$ cat config.mk
export PLATFORM = sky130hd
export DESIGN_NAME = uie_top
export DESIGN_NICKNAME = d
export VERILOG_FILES = /design/src/uie_pkg.sv /design/src/uie_rise_det.sv /design/src/uie_top.sv
export SDC_FILE = /design/constraint.sdc
export NUM_CORES = 1
export LEC_CHECK = 0
export ABC_AREA = 1
export BUFFER_PORTS_ARGS = -buffer_cell sky130_fd_sc_hd__clkbuf_2
export CORE_UTILIZATION = 61
export DETAILED_ROUTE_END_ITERATION = 8
export PLACE_DENSITY = 0.94
export SETUP_SLACK_MARGIN = 0.2
export SKIP_LAST_GASP = 1
export SYNTH_ARGS = -nofsm -noshare
export SYNTH_HDL_FRONTEND = slang
export SYNTH_SLANG_ARGS = --single-unit
$ cat constraint.sdc
create_clock -name CLK -period 5 [get_ports CLK]
set_input_delay 0.25 -clock CLK [delete_from_list [all_inputs] [get_ports CLK]]
set_output_delay 0.25 -clock CLK [all_outputs]
set_load 0.05 [all_outputs]
$ cat src/uie_pkg.sv
// uart interrupt enable and status block: shared constants
// assumes a parallel 8-bit register bus with a 3-bit address
`default_nettype none
package uie_pkg;
  localparam logic [2:0] ADDR_IER = 3'h1;
  localparam logic [2:0] ADDR_ISR_FCR = 3'h2;
  localparam logic [2:0] ADDR_LCR = 3'h3;
  localparam logic [2:0] ADDR_MCR = 3'h4;
  localparam logic [2:0] ADDR_LSR = 3'h5;
  localparam logic [2:0] ADDR_MSR = 3'h6;
  localparam logic [2:0] ADDR_EFR = 3'h2;
  localparam logic [2:0] ADDR_FLOW_RESUME_CHAR_ONE = 3'h4;
  localparam logic [2:0] ADDR_FLOW_RESUME_CHAR_TWO = 3'h5;
  localparam logic [2:0] ADDR_FLOW_PAUSE_CHAR_ONE = 3'h6;
  localparam logic [2:0] ADDR_FLOW_PAUSE_CHAR_TWO = 3'h7;
  localparam logic [7:0] LCR_ENHANCED = 8'hBF;
  localparam int LCR_DLAB_BIT = 7;
  localparam int EFR_UNLOCK_BIT = 4;
  localparam int FCR_EN_BIT = 0;
  localparam int FCR_RXRST_BIT = 1;
  localparam int FCR_TXRST_BIT = 2;
  localparam logic [7:0] REG_RESET = 8'h00;
  localparam logic [7:0] IER_UNLOCK_MASK = 8'hF0;
  localparam logic [7:0] MCR_UNLOCK_MASK = 8'hE0;
  localparam logic [7:0] FCR_UNLOCK_MASK = 8'h30;
  localparam logic [5:0] ISR_LINE = 6'h06;
  localparam logic [5:0] ISR_RXTO = 6'h0C;
  localparam logic [5:0] ISR_RXRDY = 6'h04;
  localparam logic [5:0] ISR_TXRDY = 6'h02;
  localparam logic [5:0] ISR_MODEM = 6'h00;
  localparam logic [5:0] ISR_XOFF = 6'h10;
  localparam logic [5:0] ISR_FLOW = 6'h20;
  localparam logic [5:0] ISR_NONE = 6'h01;
  localparam logic [4:0] TRIG_1 = 5'h01;
  localparam logic [4:0] TRIG_4 = 5'h04;
  localparam logic [4:0] TRIG_8 = 5'h08;
  localparam logic [4:0] TRIG_14 = 5'h0E;
endpackage
`default_nettype wire

$ cat src/uie_rise_det.sv
// rising edge detector for an asynchronous level, two-stage synchronised
// assumes one clock, asynchronous active-high reset
`default_nettype none
module uie_rise_det (
  // clock and reset
  input wire logic clk,
  input wire logic rst,
  // level in, pulse out
  input wire logic level_in,
  output logic rise_out
);
  logic meta_reg;
  logic sync_reg;
  logic last_reg;

  always_ff @(posedge clk or posedge rst) begin
    if (rst) begin
      // idle level of an active-low pin, so no false edge follows reset
      meta_reg <= 1'b1;
      sync_reg <= 1'b1;
      last_reg <= 1'b1;
    end else begin
      meta_reg <= level_in;
      sync_reg <= meta_reg;
      last_reg <= sync_reg;
    end
  end

  assign rise_out = sync_reg & ~last_reg;
endmodule
`default_nettype wire

$ cat src/uie_top.sv
// uart channel interrupt enable, interrupt status and line status logic
// assumes the fifos, shift registers and modem pins sit outside this block
// and report their levels and events on the same clock, except the pins
//
// Overview of operation
// RL1: with fifo and receive enable on, rx interrupt follows fill at or above trigger
// RL2: rx code shows in status register while fill meets trigger, clears below
// RL3: data-ready status bit 0 set while receive fifo holds a character
// RL4: host may poll with fifo enabled and enable bits 0 to 3 clear
// RL5: status bit 1 flags a receive overrun
// RL6: status bits 2 to 4 give parity, framing, break of head character
// RL7: bit 5 while tx fifo empty; bit 6 while fifo and shifter empty
// RL8: bit 7 set when any character in receive fifo carries an error
// RL9: enable bit 0: rx interrupt on holding char or fifo trigger level
// RL10: enable bit 1: tx interrupt on fifo empty, also at once if empty
// RL11: enable bit 2: line interrupt when any of status bits 1 to 4 gets set, held until status read
// RL12: overrun interrupts on reception; other errors when errored char reaches the head
// RL13: enable bit 3 gates modem interrupt, reset default off
// RL14: enable bit 4 permits sleep, writable only when unlocked, default off
// RL15: enable bit 5 gates pause character interrupt, needs unlock
// RL16: enable bit 6 with unlock: interrupt on request-to-send rising
// RL17: enable bit 7 with unlock: interrupt on clear-to-send rising
// RL18: feature bit 4 unlocks upper enable, status, fifo and modem bits
// RL19: all enable bits reset to zero
// RL20: masked sources not reported; enabled ones shown in status register (a latched pin edge interrupt stays reported after bits 6 and 7 clear)
// RL21: trigger level selectable 1, 4, 8 or 14 characters
// RL22: status bit 0 reads one when nothing pending, zero otherwise
// RL23: interrupt output high while any enabled source pending
`default_nettype none
module uie_top
  import uie_pkg::*;
(
  // clock and reset
  input wire logic CLK,
  input wire logic RST,
  // host register bus
  input wire logic [2:0] ADDR,
  input wire logic [7:0] WDATA,
  input wire logic WR_STB,
  input wire logic RD_STB,
  output logic [7:0] RDATA,
  // receive path status
  input wire logic [4:0] RX_LEVEL,
  input wire logic RX_PUSH,
  input wire logic RX_OVERRUN,
  input wire logic [2:0] RX_HEAD_ERR,
  input wire logic RX_ANY_ERR,
  input wire logic RX_TIMEOUT,
  input wire logic RX_HOLD_FULL,
  input wire logic RX_PAUSE_SEEN,
  input wire logic RX_RESUME_SEEN,
  // transmit path status
  input wire logic TX_FIFO_EMPTY,
  input wire logic TX_SHIFT_EMPTY,
  // modem side
  input wire logic MODEM_DELTA,
  input wire logic RTS_PIN_N,
  input wire logic CTS_PIN_N,
  // outputs to channel
  output logic INT_OUT,
  output logic SLEEP_EN,
  output logic FIFO_EN,
  output logic RX_FIFO_CLR,
  output logic TX_FIFO_CLR,
  output logic [7:0] FLOW_CTRL,
  output logic [7:0] MODEM_CTRL,
  output logic [7:0] LINE_CTRL
);
  // ==========================================================
  // register state
  logic [7:0] ier_reg;
  logic [7:0] efr_reg;
  logic [7:0] lcr_reg;
  logic [7:0] mcr_reg;
  logic [7:0] fcr_reg;
  logic [7:0] flow_resume_char_one_reg;
  logic [7:0] flow_resume_char_two_reg;
  logic [7:0] flow_pause_char_one_reg;
  logic [7:0] flow_pause_char_two_reg;
  logic overrun_reg;
  logic line_int_reg;
  logic tx_int_reg;
  logic pause_int_reg;
  logic flow_int_reg;
  logic modem_int_reg;
  logic [7:0] rdata_reg;
  logic int_reg;
  logic rx_clr_reg;
  logic tx_clr_reg;
  logic sleep_reg;
  logic [7:0] mcr_out_reg;
  logic tx_empty_last_reg;
  logic [2:0] head_err_last_reg;

  // ==========================================================
  // address decode
  wire enh_sel = (lcr_reg == LCR_ENHANCED);
  wire dlab = lcr_reg[LCR_DLAB_BIT];
  wire unlocked = efr_reg[EFR_UNLOCK_BIT];
  wire wr_ier = WR_STB && !dlab && ADDR == ADDR_IER;
  wire wr_fcr = WR_STB && !enh_sel && ADDR == ADDR_ISR_FCR;
  wire wr_lcr = WR_STB && ADDR == ADDR_LCR;
  wire wr_mcr = WR_STB && !enh_sel && ADDR == ADDR_MCR;
  wire wr_efr = WR_STB && enh_sel && ADDR == ADDR_EFR;
  wire wr_flow_resume_char_one = WR_STB && enh_sel && ADDR == ADDR_FLOW_RESUME_CHAR_ONE;
  wire wr_flow_resume_char_two = WR_STB && enh_sel && ADDR == ADDR_FLOW_RESUME_CHAR_TWO;
  wire wr_flow_pause_char_one = WR_STB && enh_sel && ADDR == ADDR_FLOW_PAUSE_CHAR_ONE;
  wire wr_flow_pause_char_two = WR_STB && enh_sel && ADDR == ADDR_FLOW_PAUSE_CHAR_TWO;
  wire rd_isr = RD_STB && !enh_sel && ADDR == ADDR_ISR_FCR;
  wire rd_lsr = RD_STB && !enh_sel && ADDR == ADDR_LSR;
  wire rd_msr = RD_STB && !enh_sel && ADDR == ADDR_MSR;

  // locked bits keep their stored value, which is zero unless unlocked earlier
  function automatic logic [7:0] lock_merge(input logic [7:0] old_v, input logic [7:0] new_v,
                                            input logic [7:0] mask, input logic unl);
    lock_merge = unl ? new_v : ((old_v & mask) | (new_v & ~mask));
  endfunction

  wire [7:0] ier_next = lock_merge(ier_reg, WDATA, IER_UNLOCK_MASK, unlocked); // RL14 RL18
  wire [7:0] mcr_next = lock_merge(mcr_reg, WDATA, MCR_UNLOCK_MASK, unlocked); // RL18
  wire [7:0] fcr_next = lock_merge(fcr_reg, WDATA, FCR_UNLOCK_MASK, unlocked); // RL18

  // upper bits act only while unlocked
  wire [7:0] ier_eff = unlocked ? ier_reg : (ier_reg & ~IER_UNLOCK_MASK); // RL18
  wire [7:0] mcr_eff = unlocked ? mcr_reg : (mcr_reg & ~MCR_UNLOCK_MASK); // RL18

  // ==========================================================
  // trigger level and receive sources
  wire [4:0] trig_level = (fcr_reg[7:6] == 2'b00) ? TRIG_1 :
                          (fcr_reg[7:6] == 2'b01) ? TRIG_4 :
                          (fcr_reg[7:6] == 2'b10) ? TRIG_8 : TRIG_14; // RL21
  wire fifo_mode = fcr_reg[FCR_EN_BIT];
  wire rx_avail = fifo_mode ? (RX_LEVEL >= trig_level) : RX_HOLD_FULL; // RL1 RL9
  wire data_ready = fifo_mode ? (RX_LEVEL != 5'h00) : RX_HOLD_FULL; // RL3

  // ==========================================================
  // line status assembly
  wire [7:0] lsr_val = {RX_ANY_ERR & fifo_mode, // RL8
                        TX_FIFO_EMPTY & TX_SHIFT_EMPTY, // RL7
                        TX_FIFO_EMPTY, // RL7
                        RX_HEAD_ERR, // RL6
                        overrun_reg, // RL5
                        data_ready}; // RL3

  // errors on a character newly at the head, i.e. reached by reading out
  wire head_err_new = |(RX_HEAD_ERR & ~head_err_last_reg); // RL12
  wire tx_empty_rise = TX_FIFO_EMPTY & ~tx_empty_last_reg;
  wire ier1_set = wr_ier && WDATA[1] && !ier_reg[1];
  wire rts_rise;
  wire cts_rise;

  // ==========================================================
  // enabled pending sources and priority
  wire src_line = ier_eff[2] & line_int_reg; // RL11 RL20
  wire src_rxto = ier_eff[0] & fifo_mode & RX_TIMEOUT;
  wire src_rx = ier_eff[0] & rx_avail; // RL1 RL9 RL20
  wire src_tx = ier_eff[1] & tx_int_reg; // RL10 RL20
  wire src_modem = ier_eff[3] & modem_int_reg; // RL13 RL20
  wire src_pause = ier_eff[5] & pause_int_reg; // RL15
  wire src_flow = flow_int_reg; // RL16 RL17
  wire any_pending = src_line | src_rxto | src_rx | src_tx | src_modem | src_pause | src_flow;

  wire [5:0] isr_code = src_line ? ISR_LINE :
                        src_rxto ? ISR_RXTO :
                        src_rx ? ISR_RXRDY : // RL2
                        src_tx ? ISR_TXRDY :
                        src_modem ? ISR_MODEM :
                        src_pause ? ISR_XOFF :
                        src_flow ? ISR_FLOW : ISR_NONE; // RL22
  wire [7:0] isr_val = {fifo_mode, fifo_mode, isr_code};

  // ==========================================================
  // read mux
  logic [7:0] rd_mux;
  always_comb begin
    rd_mux = REG_RESET;
    if (enh_sel) begin
      unique case (ADDR)
        ADDR_EFR: rd_mux = efr_reg;
        ADDR_FLOW_RESUME_CHAR_ONE: rd_mux = flow_resume_char_one_reg;
        ADDR_FLOW_RESUME_CHAR_TWO: rd_mux = flow_resume_char_two_reg;
        ADDR_FLOW_PAUSE_CHAR_ONE: rd_mux = flow_pause_char_one_reg;
        ADDR_FLOW_PAUSE_CHAR_TWO: rd_mux = flow_pause_char_two_reg;
        ADDR_LCR: rd_mux = lcr_reg;
        default: rd_mux = REG_RESET;
      endcase
    end else begin
      unique case (ADDR)
        ADDR_IER: rd_mux = dlab ? REG_RESET : ier_eff;
        ADDR_ISR_FCR: rd_mux = isr_val;
        ADDR_LCR: rd_mux = lcr_reg;
        ADDR_MCR: rd_mux = mcr_eff;
        ADDR_LSR: rd_mux = lsr_val;
        default: rd_mux = REG_RESET;
      endcase
    end
  end

  // ==========================================================
  // pin edge detection
  uie_rise_det u_rts (
    .clk(CLK),
    .rst(RST),
    .level_in(RTS_PIN_N),
    .rise_out(rts_rise)
  );
  uie_rise_det u_cts (
    .clk(CLK),
    .rst(RST),
    .level_in(CTS_PIN_N),
    .rise_out(cts_rise)
  );

  // ==========================================================
  // configuration registers
  always_ff @(posedge CLK or posedge RST) begin
    if (RST) begin
      ier_reg <= REG_RESET; // RL19
      efr_reg <= REG_RESET;
      lcr_reg <= REG_RESET;
      mcr_reg <= REG_RESET;
      fcr_reg <= REG_RESET;
      flow_resume_char_one_reg <= REG_RESET;
      flow_resume_char_two_reg <= REG_RESET;
      flow_pause_char_one_reg <= REG_RESET;
      flow_pause_char_two_reg <= REG_RESET;
    end else begin
      if (wr_ier) ier_reg <= ier_next;
      if (wr_efr) efr_reg <= WDATA;
      if (wr_lcr) lcr_reg <= WDATA;
      if (wr_mcr) mcr_reg <= mcr_next;
      if (wr_fcr) fcr_reg <= WDATA[FCR_EN_BIT] ? fcr_next : REG_RESET;
      if (wr_flow_resume_char_one) flow_resume_char_one_reg <= WDATA;
      if (wr_flow_resume_char_two) flow_resume_char_two_reg <= WDATA;
      if (wr_flow_pause_char_one) flow_pause_char_one_reg <= WDATA;
      if (wr_flow_pause_char_two) flow_pause_char_two_reg <= WDATA;
    end
  end

  // ==========================================================
  // sticky interrupt sources; a set wins over a clear in the same cycle
  always_ff @(posedge CLK or posedge RST) begin
    if (RST) begin
      overrun_reg <= 1'b0;
      line_int_reg <= 1'b0;
      tx_int_reg <= 1'b0;
      pause_int_reg <= 1'b0;
      flow_int_reg <= 1'b0;
      modem_int_reg <= 1'b0;
      tx_empty_last_reg <= 1'b0;
      head_err_last_reg <= 3'h0;
    end else begin
      tx_empty_last_reg <= TX_FIFO_EMPTY;
      head_err_last_reg <= RX_HEAD_ERR;
      if (RX_OVERRUN) overrun_reg <= 1'b1; // RL5
      else if (rd_lsr) overrun_reg <= 1'b0;
      if (RX_OVERRUN || head_err_new) line_int_reg <= 1'b1; // RL11 RL12
      else if (rd_lsr) line_int_reg <= 1'b0;
      if (tx_empty_rise || (ier1_set && TX_FIFO_EMPTY)) tx_int_reg <= 1'b1; // RL10
      else if (rd_isr || !TX_FIFO_EMPTY) tx_int_reg <= 1'b0;
      if (RX_PAUSE_SEEN) pause_int_reg <= 1'b1; // RL15
      else if (rd_isr || RX_RESUME_SEEN) pause_int_reg <= 1'b0;
      if ((rts_rise && ier_eff[6]) || (cts_rise && ier_eff[7])) flow_int_reg <= 1'b1; // RL16 RL17
      else if (rd_msr) flow_int_reg <= 1'b0;
      if (MODEM_DELTA) modem_int_reg <= 1'b1; // RL13
      else if (rd_msr) modem_int_reg <= 1'b0;
    end
  end

  // ==========================================================
  // registered outputs
  always_ff @(posedge CLK or posedge RST) begin
    if (RST) begin
      rdata_reg <= REG_RESET;
      int_reg <= 1'b0;
      rx_clr_reg <= 1'b0;
      tx_clr_reg <= 1'b0;
      sleep_reg <= 1'b0;
      mcr_out_reg <= REG_RESET;
    end else begin
      sleep_reg <= ier_eff[4]; // RL14
      mcr_out_reg <= mcr_eff; // RL18
      rdata_reg <= RD_STB ? rd_mux : REG_RESET;
      int_reg <= any_pending; // RL23
      rx_clr_reg <= wr_fcr && WDATA[FCR_EN_BIT] && WDATA[FCR_RXRST_BIT];
      tx_clr_reg <= wr_fcr && WDATA[FCR_EN_BIT] && WDATA[FCR_TXRST_BIT];
    end
  end

  assign RDATA = rdata_reg;
  assign INT_OUT = int_reg;
  assign SLEEP_EN = sleep_reg; // RL14
  assign FIFO_EN = fcr_reg[FCR_EN_BIT]; // RL4
  assign RX_FIFO_CLR = rx_clr_reg;
  assign TX_FIFO_CLR = tx_clr_reg;
  assign FLOW_CTRL = efr_reg;
  assign MODEM_CTRL = mcr_out_reg;
  assign LINE_CTRL = lcr_reg;
endmodule
`default_nettype wire

# Word-level counts from Yosys, hierarchy flattened
# Cells that the tools add are included.
[op_classes] n_addsub=0 n_mul=0 div=0 n_lt_le_gt_ge=1 n_eq_ne=10 n_shift=0 mux=33 bitwise_logic=26 n_reduce_logical=42
[op_table] operator="$mux W8" count=9
[op_table] operator="$pmux W8 S6" count=1
[op_table] operator="$mux W6" count=7
[op_table] operator="$pmux W8 S5" count=1
[op_table] operator="$logic_and A1 B1 Y1" count=24
[op_table] operator="$and A1 B1 Y1" count=12
[op_table] operator="$eq A3 B3 Y1 const B" count=4
[op_table] operator="$mux W1" count=12
[op_table] operator="$reduce_bool A2 Y1" count=6
[op_table] operator="$eq A8 B8 Y1 const B" count=1
[op_table] operator="$mux W4" count=2
[op_table] operator="$or A6 B8 Y8" count=1
[op_table] operator="$or A8 B4 Y8" count=1
[op_table] operator="$or A8 B5 Y8" count=1
[op_table] operator="$eq A3 B2 Y1 const B" count=2
[op_table] operator="$or A1 B1 Y1" count=6
[op_table] operator="$ge A5 B4 Y1" count=1
[op_table] operator="$logic_or A1 B1 Y1" count=5
[op_table] operator="$reduce_bool A5 Y1" count=1
[op_table] operator="$logic_not A1 Y1" count=4
[op_table] operator="$and A3 B3 Y3" count=1
[op_table] operator="$eq A3 B1 Y1 const B" count=1
[op_table] operator="$mux W3" count=1
[op_table] operator="$not A1 Y1" count=3
[op_table] operator="5 further kinds" count=5
[totals] regBits=108 latch_bits=0 mem_bits_rw=0 rom_bits=0 in_bits=35 out_inout_bits=37 wordCells=141 n_memories=0

# Depth between registers and ports, before layout
# Gate-level depths: netlist of run 1.
[logic_depth] depth_word=13 depth_mapped=13 mapped_depth_nobuf=13

# By module
# Synthesis of run 1 repeated with hierarchy kept, for this count alone.
[hier_totals] hier_cells=542 area_unflattened_um2=4738.3
[modules_own_cells] mod="uie_top" instances=1 cells_each=530 area_per_inst_um2=4553.1 seq_area_each_um2=2427.3
[modules_own_cells] mod="uie_rise_det" instances=2 cells_each=6 area_per_inst_um2=92.6 seq_area_each_um2=78.8

# Least setup slack after synthesis of run 1
# OpenSTA, ideal clock, no wires.
[synth_path] path_type="reg-to-reg" startpoint="reg lcr_reg[7], in the netlist LINE_CTRL[7]" endpoint="reg efr_reg[0], in the netlist FLOW_CTRL[0]" setup_time_ps=124 arrival_time_ps=1637 t_required_ps=4876 path_slack_ps=3238 stages_incl_launch_ff=9 n_path_buf=1 synth_period_minus_slack_ps=1762 path_cell_list="dfrtp_1 inv_1 nor3_2 nand2_1 nor2_4 nand2_2 buf_2 nand2_1 o21ai_1"
[synth_via] elab_chain_len=3
[synth_lines] item="start, declared" line="uie_top.sv:73" text="logic [7:0] lcr_reg;"
[synth_lines] item="start signal, assigned" line="uie_top.sv:220" text="lcr_reg <= REG_RESET;"
[synth_lines] item="start signal, assigned" line="uie_top.sv:230" text="if (wr_lcr) lcr_reg <= WDATA;"
[synth_lines] item="$eq A8 B8 Y1" line="uie_top.sv:97" text="wire enh_sel = (lcr_reg == LCR_ENHANCED);"
[synth_lines] item="$logic_and A1 B1 Y1 (2 in series)" line="uie_top.sv:104" text="wire wr_efr = WR_STB && enh_sel && ADDR == ADDR_EFR;"
[synth_lines] item="end signal, assigned" line="uie_top.sv:219" text="efr_reg <= REG_RESET;"
[synth_lines] item="end signal, assigned" line="uie_top.sv:229" text="if (wr_efr) efr_reg <= WDATA;"
[synth_lines] item="end, declared" line="uie_top.sv:72" text="logic [7:0] efr_reg;"
# No other way between the ends.
# A chain may end at the register's enable or synchronous reset.

# Worst setup path in the final report of run 1
[layout_path] startpoint="reg lcr_reg[7], in the netlist LINE_CTRL[7]" endpoint="reg pause_int_reg"
[layout_via] elab_chain_len=6
[layout_lines] item="$eq A8 B8 Y1" line="uie_top.sv:97"
[layout_lines] item="$logic_not A1 Y1" line="uie_top.sv:109" text="wire rd_isr = RD_STB && !enh_sel && ADDR == ADDR_ISR_FCR;"
[layout_lines] item="$logic_and A1 B1 Y1 (2 in series)" line="uie_top.sv:109"
[layout_lines] item="$logic_or A1 B1 Y1" line="uie_top.sv:262" text="else if (rd_isr || RX_RESUME_SEEN) pause_int_reg <= 1'b0;"
[layout_lines] item="$reduce_bool A2 Y1 (no source line)"
[layout_lines] item="end signal, assigned" line="uie_top.sv:247" text="pause_int_reg <= 1'b0;"
[layout_lines] item="end signal, assigned" line="uie_top.sv:261" text="if (RX_PAUSE_SEEN) pause_int_reg <= 1'b1;"
[layout_lines] item="end signal, assigned" line="uie_top.sv:262"
[layout_lines] item="end, declared" line="uie_top.sv:83" text="logic pause_int_reg;"
# No other way between the ends.

==> run summary, run 1 <==
status - completed
Reg power frac - 0.498
CP endpoint kind - register
Synth Cell Area - 4558 um2
share of the synthesized area in the top cell type - 0.5325
P_sw - 0.5651 mW
Post-synth ARST share - 1.000
RSZ-0062 raised after global routing - no
first-pass GRT wire length - 19,060 um
Synth Net Count - 568
fin crit share - 0.4352
WS Path Type - register to register
via/cell ratio - 5.787
Final min period - 2176 ps
Setup WS pre-CTS - 2959 ps
WP data required - 5270 ps
clk sink count - 103
vias in the first global route - 3,875
Gate Count Post-Synth - 529
Yosys Warn Count - 0
Max Cap Viol - 0
Tot Pwr - 1.883 mW
die height - 88.44 um
Detailed Route WL - 11,830 um
layout cells sized above 1 - 0.1820
DR vias - 4,103
Hold Path Depth - 1
Final GP Congestion - 0.9788
Slowest cell on crit path - nand2_1
Initial Util - 0.6284
Final nets - 644
worst rel slew slack - 0.5483
number of library cell types mapped by synthesis - 38
number of remaining DRC errors - 0
Logic pwr share - 0.169
met2 routed WL - 5854 um
chip width - 88.44 um
#FFs+latches synth - 103
WP data arrival - 2440 ps
number of synthesized flops with an enable pin - 0
htree depth - 3
Post-DRT Antenna Nets - 0
DP Wirelength - 8168 um
drt first pass iters - 7
Pleak - 2.715 nW
Die ar. - 7822 um2
postcts setup bufs - 0
sequential fraction of the synthesis area - 0.5671
cell taking the most area after synthesis - dfrtp_1
slowest stage delay, CP - 480 ps
final core occ - 0.7264
core area - 7253 um2
wl on met1 - 4572 um
met3 routed WL - 1044 um
worst hold path type - input pin to register
CP Cell Sequence - inv_1, nor3_2, nand2_1, nand2_1, inv_1, nand2_1, a31o_2
CP max FO - 13
ys flop type - dfrtp_1
worst clock skew - 7.915 ps
WL/cell - 16.69 um
worst setup margin - 2824 ps
startpoint types - register
Pint - 1.318 mW
Iter 0 DRT Violations - 465
CTS Buf Count - 9
DR top layer - met4
CP dominant cell by count - nand2_1
TritonCTS clock tree - done
# IOs - 72
setup tns final - 0 ps
Max Slew Vio Count - 0
synthesized area per cell - 8.616 um2
CTS Buffer Depth - 2
Clk pwr share - 0.332
Setup violations, final - 0
Switching Fraction - 0.3002
Fill cells - 563
largest net degree at the start of global routing - 57
Final Hold Fails - 0
Power Dens Cells - 357.3 nW/um2
ranking of synthesized cells by area - dfrtp_1 (53%), nand2_1 (14%), o21ai_0 (5.7%), inv_1 (4.2%), dfstp_2 (3.5%)
total track usage - 0.3327
n_diodes - 0
IO buf count - 70
Max Clk Rate - 459.6 MHz
total gr overflow - 0
register clock-pin slew on the reported worst setup and hold paths - 100 ps
worst r2r path cells - 7
area grow syn2layout - 15.59%
Worst IR Drop VDD - 0.1664 mV
# rows - 31
Root Driver - clkbuf_8
Worst Max-Slew Pin Slew - 677.5 ps
antenna violations before repair - 0
clk_lat worst skew - 370 ps
-- logic make-up after synthesis --
| logic type | Yosys count | share of synthesized area |
|---|---|---|
| simple gates | 253 | 0.2385 |
| fa+ha+maj | 4 | 0.01098 |
| buf+inv | 66 | 0.05929 |
| flops | 103 | 0.5671 |
| compound gates | 103 | 0.1241 |
-- worst max-delay path: cells and delay by family, from the launching register on --
| family | cells | cell delay (ps) |
|---|---|---|
| simple gates | 4 | 1070 |
| flops | 1 | 420 |
| buf+inv | 2 | 330 |
| compound gates | 1 | 230 |
-- metrics by stage --
| stage | hold slack, ps | instance area (um2) | cells |
|---|---|---|---|
| after floorplan | 254.5 | 4558 | 529 |
| after global placement | 333.6 | 4979 | 688 |
| after detailed placement | 339.3 | 4979 | 688 |
| after global routing | 12.49 | 5269 | 709 |
| final | 17.21 | 5269 | 709 |
| after CTS | 19.24 | 5269 | 709 |
-- power by group through the flow --
stage / sequential (mW) / clock (mW) / combinational, mW
after global placement: 0.950 / 0 / 0.302
after CTS: 0.937 / 0.624 / 0.317
after global routing: 0.944 / 0.660 / 0.348
after floorplan: 1.04 / 0 / 0.122
after detailed placement: 0.953 / 0 / 0.311
final: 0.938 / 0.626 / 0.319
-- cells in the final DEF (no fill, tap or decap), drive strengths merged, types with 3 or more instances in the layout --
| cell | synthesis | layout |
|---|---|---|
| bufinv | 0 | 3 |
| nor3 | 7 | 7 |
| o21ai | 75 | 75 |
| nand2 | 180 | 180 |
| nand3 | 23 | 23 |
| a21oi | 9 | 9 |
| nand4 | 9 | 9 |
| dfstp | 6 | 6 |
| nor2 | 32 | 32 |
| inv | 54 | 54 |
| clkbuf | 1 | 82 |
| o211ai | 3 | 3 |
| ha | 4 | 4 |
| dlygate4sd3 | 0 | 5 |
| dfrtp | 97 | 97 |
-- cells in the mapped netlist, drive strengths merged (2+ instances only) --
cell type and n:
o21ai 75, a22o 2, dfstp 6, a31oi 2, ha 4, a211oi 2
nand4 9, o31ai 2, o2111ai 2, nor3 7, buf 10, nand2 180
nor2 32, dfrtp 97, o211ai 3, inv 54, a21oi 9, o22ai 2
nand3 23
-- final cells by class --
type	count	area, um2	share of cell area
Sequential cell	103	2585	0.4906
Tap cell	99	123.9	0.02351
Multi-Input combinational cell	360	1703	0.3232
Inverter	55	209.0	0.03966
Timing Repair Buffer	76	407.9	0.07742
Clock inverter	4	95.09	0.01805
Clock buffer	12	145.1	0.02755
-- path summary, 6_finish.rpt --
| path | start | endpoint | slack (ps) |
|---|---|---|---|
| setup / recovery | LINE_CTRL[7] | pause_int_reg | 2820 |
| hold / removal | TX_FIFO_EMPTY | tx_empty_last_reg | 20 |
| setup reg to reg | LINE_CTRL[7] | pause_int_reg | 2820 |
| hold reg to reg | u_cts.meta_reg | u_cts.sync_reg | 370 |
| max in group asynchronous | RST | LINE_CTRL[6] | 3390 |
| min in group asynchronous | RST | flow_resume_char_one_reg[3] | 480 |
-- metal layers --
metal / vias up / GRT usage
met5: - / 0
met4: 0 / 0.1598
met3: 50 / 0.05970
met2: 261 / 0.5378
met1: 1919 / 0.4379
li1: 1873 / -
-- repair_timing --
| action | CTS | global route |
|---|---|---|
| hold buffers | 5 | 0 |
| endpoints found under the hold margin | 50 | 0 |
| gates resized for setup | 0 | 0 |
Power figures use the tool's default switching activity.
==> run 2: changes to the inputs <==
CORE_UTILIZATION = 56   (was 61)
PLACE_DENSITY = 0.88   (was 0.94)
clock period = 2.2 ns   (was 5 ns; I/O delays follow)
==> run summary, run 2 (same netlist as run 1, synthesis figures left out) <==
status - completed
Final min period - 1699 ps (-476.9 ps)
register clock-pin slew on the reported worst setup and hold paths - 90 ps (about the same)
postcts setup bufs - 0 (unchanged)
Final Hold Fails - 0 (unchanged)
DR vias - 4,110 (+0.17%)
WP data required - 2450 ps (-2820 ps)
Worst IR Drop VDD - 0.4238 mV (+150%)
# rows - 32 (+3.2%)
startpoint types - register
Non-Filler Instances - 721 (+1.7%)
Detailed Route WL - 11,510 um (-2.8%)
TritonCTS clock tree - done
core area - 7807 um2 (+7.6%)
Setup crit end - INT_OUT
Post-DRT Antenna Nets - 0 (unchanged)
area grow syn2layout - 16.36%
Initial Util - 0.5838 (-0.04461)
Die ar. - 8505 um2 (+8.7%)
RSZ-0062 raised after global routing - no
IO buf count - 70 (unchanged)
chip width - 92.22 um (+4.3%)
Hold Buf Count CTS - 11 (+6)
commonest non-fill, non-tap cell in the layout - nand2_1
CTS Buf Count - 9 (unchanged)
CTS Buffer Depth - 2 (unchanged)
placed cell count - 694 (+0.87%)
clk sink count - 103 (unchanged)
Cell Area, Placed - 5019 um2 (+0.80%)
Max Clk Rate - 588.6 MHz (+28%)
Root Driver - clkbuf_8
Max Cap Viol - 0 (unchanged)
r2r endpoint - INT_OUT
Hold Path Depth - 3 (+2)
htree depth - 3 (unchanged)
CP endpoint kind - register
largest net degree at the start of global routing - 39 (-32%)
Final nets - 653 (+1.4%)
Worst Max-Slew Pin Slew - 655.0 ps (-22.55 ps)
Iter 0 DRT Violations - 557 (+20%)
die height - 92.22 um (+4.3%)
Pleak - 2.719 nW (+0.14%)
Final GP Congestion - 0.9826 (+0.39%)
layout cells sized above 1 - 0.1858 (+0.003816)
worst r2r path cells - 9 (+2)
# IOs - 72 (unchanged)
final design area excluding fillers - 5304 um2 (+0.67%)
most frequent cells in the layout - nand2_1 (175), dfrtp_1 (97), clkbuf_2 (70), o21ai_0 (52), inv_1 (50)
n_diodes - 0 (unchanged)
total gr overflow - 0 (unchanged)
final core occ - 0.6793 (-0.04708)
Max Slew Vio Count - 0 (unchanged)
DP Wirelength - 8291 um (+1.5%)
R2R Path Start - fcr_reg[6]
Critical Path Source - fcr_reg[6]
reg2reg setup slack - 500 ps (-2320 ps)
CP max FO - 5 (-8)
antenna violations before repair - 0 (unchanged)
number of remaining DRC errors - 0 (unchanged)
worst hold path type - input pin to register
worst rel slew slack - 0.5624 (+0.01411)
first-pass GRT wire length - 18,670 um (-2.0%)
Power Dens Cells - 742.3 nW/um2 (+110%)
WP data arrival - 1950 ps (-490 ps)
drt first pass iters - 5 (-2)
total track usage - 0.2903 (-0.04240)
worst clock skew - 7.729 ps (-0.1858 ps)
WS Path Type - register to register
WL/cell - 15.96 um (-4.4%)
vias in the first global route - 3,911 (+0.93%)
via/cell ratio - 5.700 (-1.5%)
Setup violations, final - 0 (unchanged)
clk_lat worst skew - 370 ps (about the same)
PostCTS Resize Cnt - 0 (unchanged)
fin crit share - 0.7722 (+0.3371)
setup tns final - 0 ps (unchanged)
[run 2: area by class of cell]
type	instances	area, um2
well taps	102	127.6
clock buffers	11	141.4
repair buffers	85	503.0
fillers	607	2504
clock inverters	5	33.78
flip-flops and latches	103	2585
multi-input cells	360	1703
inverters	55	210.2
[run 2: how the worst min path moves through the flow]
stage | end | from
after floorplan | u_cts.meta_reg | CTS_PIN_N
after global placement | u_rts.meta_reg | RTS_PIN_N
after detailed placement | u_cts.meta_reg | CTS_PIN_N
after CTS | ier_reg[1] | WDATA[1]
after global routing | ier_reg[1] | WDATA[1]
final | ier_reg[1] | WDATA[1]
[run 2: per-layer routing]
metal	global-route usage	vias to the layer above	wire length [um]
li1	-	1890	-
met1	0.3883	1920	4662
met2	0.4478	248	5486
met3	0.05473	52	875
met4	0.1602	0	481
met5	0	-	0
[run 2: through the flow]
step           setup slack [ps]  hold WS, ps  power [mW]
4_1_cts                   520.0        11.60       3.936
6_report                  501.1        12.41       3.937
3_5_place_dp              536.3        199.6       2.880
5_1_grt                   304.3        15.95       4.111
2_1_floorplan             438.4        114.5       2.650
3_3_place_gp              578.9        198.3       2.850
[run 2: critical path, stage by stage, from the launching register on]
cell and delay, ps:
dfrtp_1 390, inv_1 60, ha_1 300, nand2_1 70
nand2_1 50, nand2_1 60, nand3_1 80, nand2_1 150
nand2_1 90, or3_1 320
[run 2: power by group]
part	internal [mW]	total, mW	switching, mW
clock network	0.440	1.07	0.628
logic	0.190	0.739	0.549
registers	2.03	2.13	0.101
total	2.66	3.94	1.28
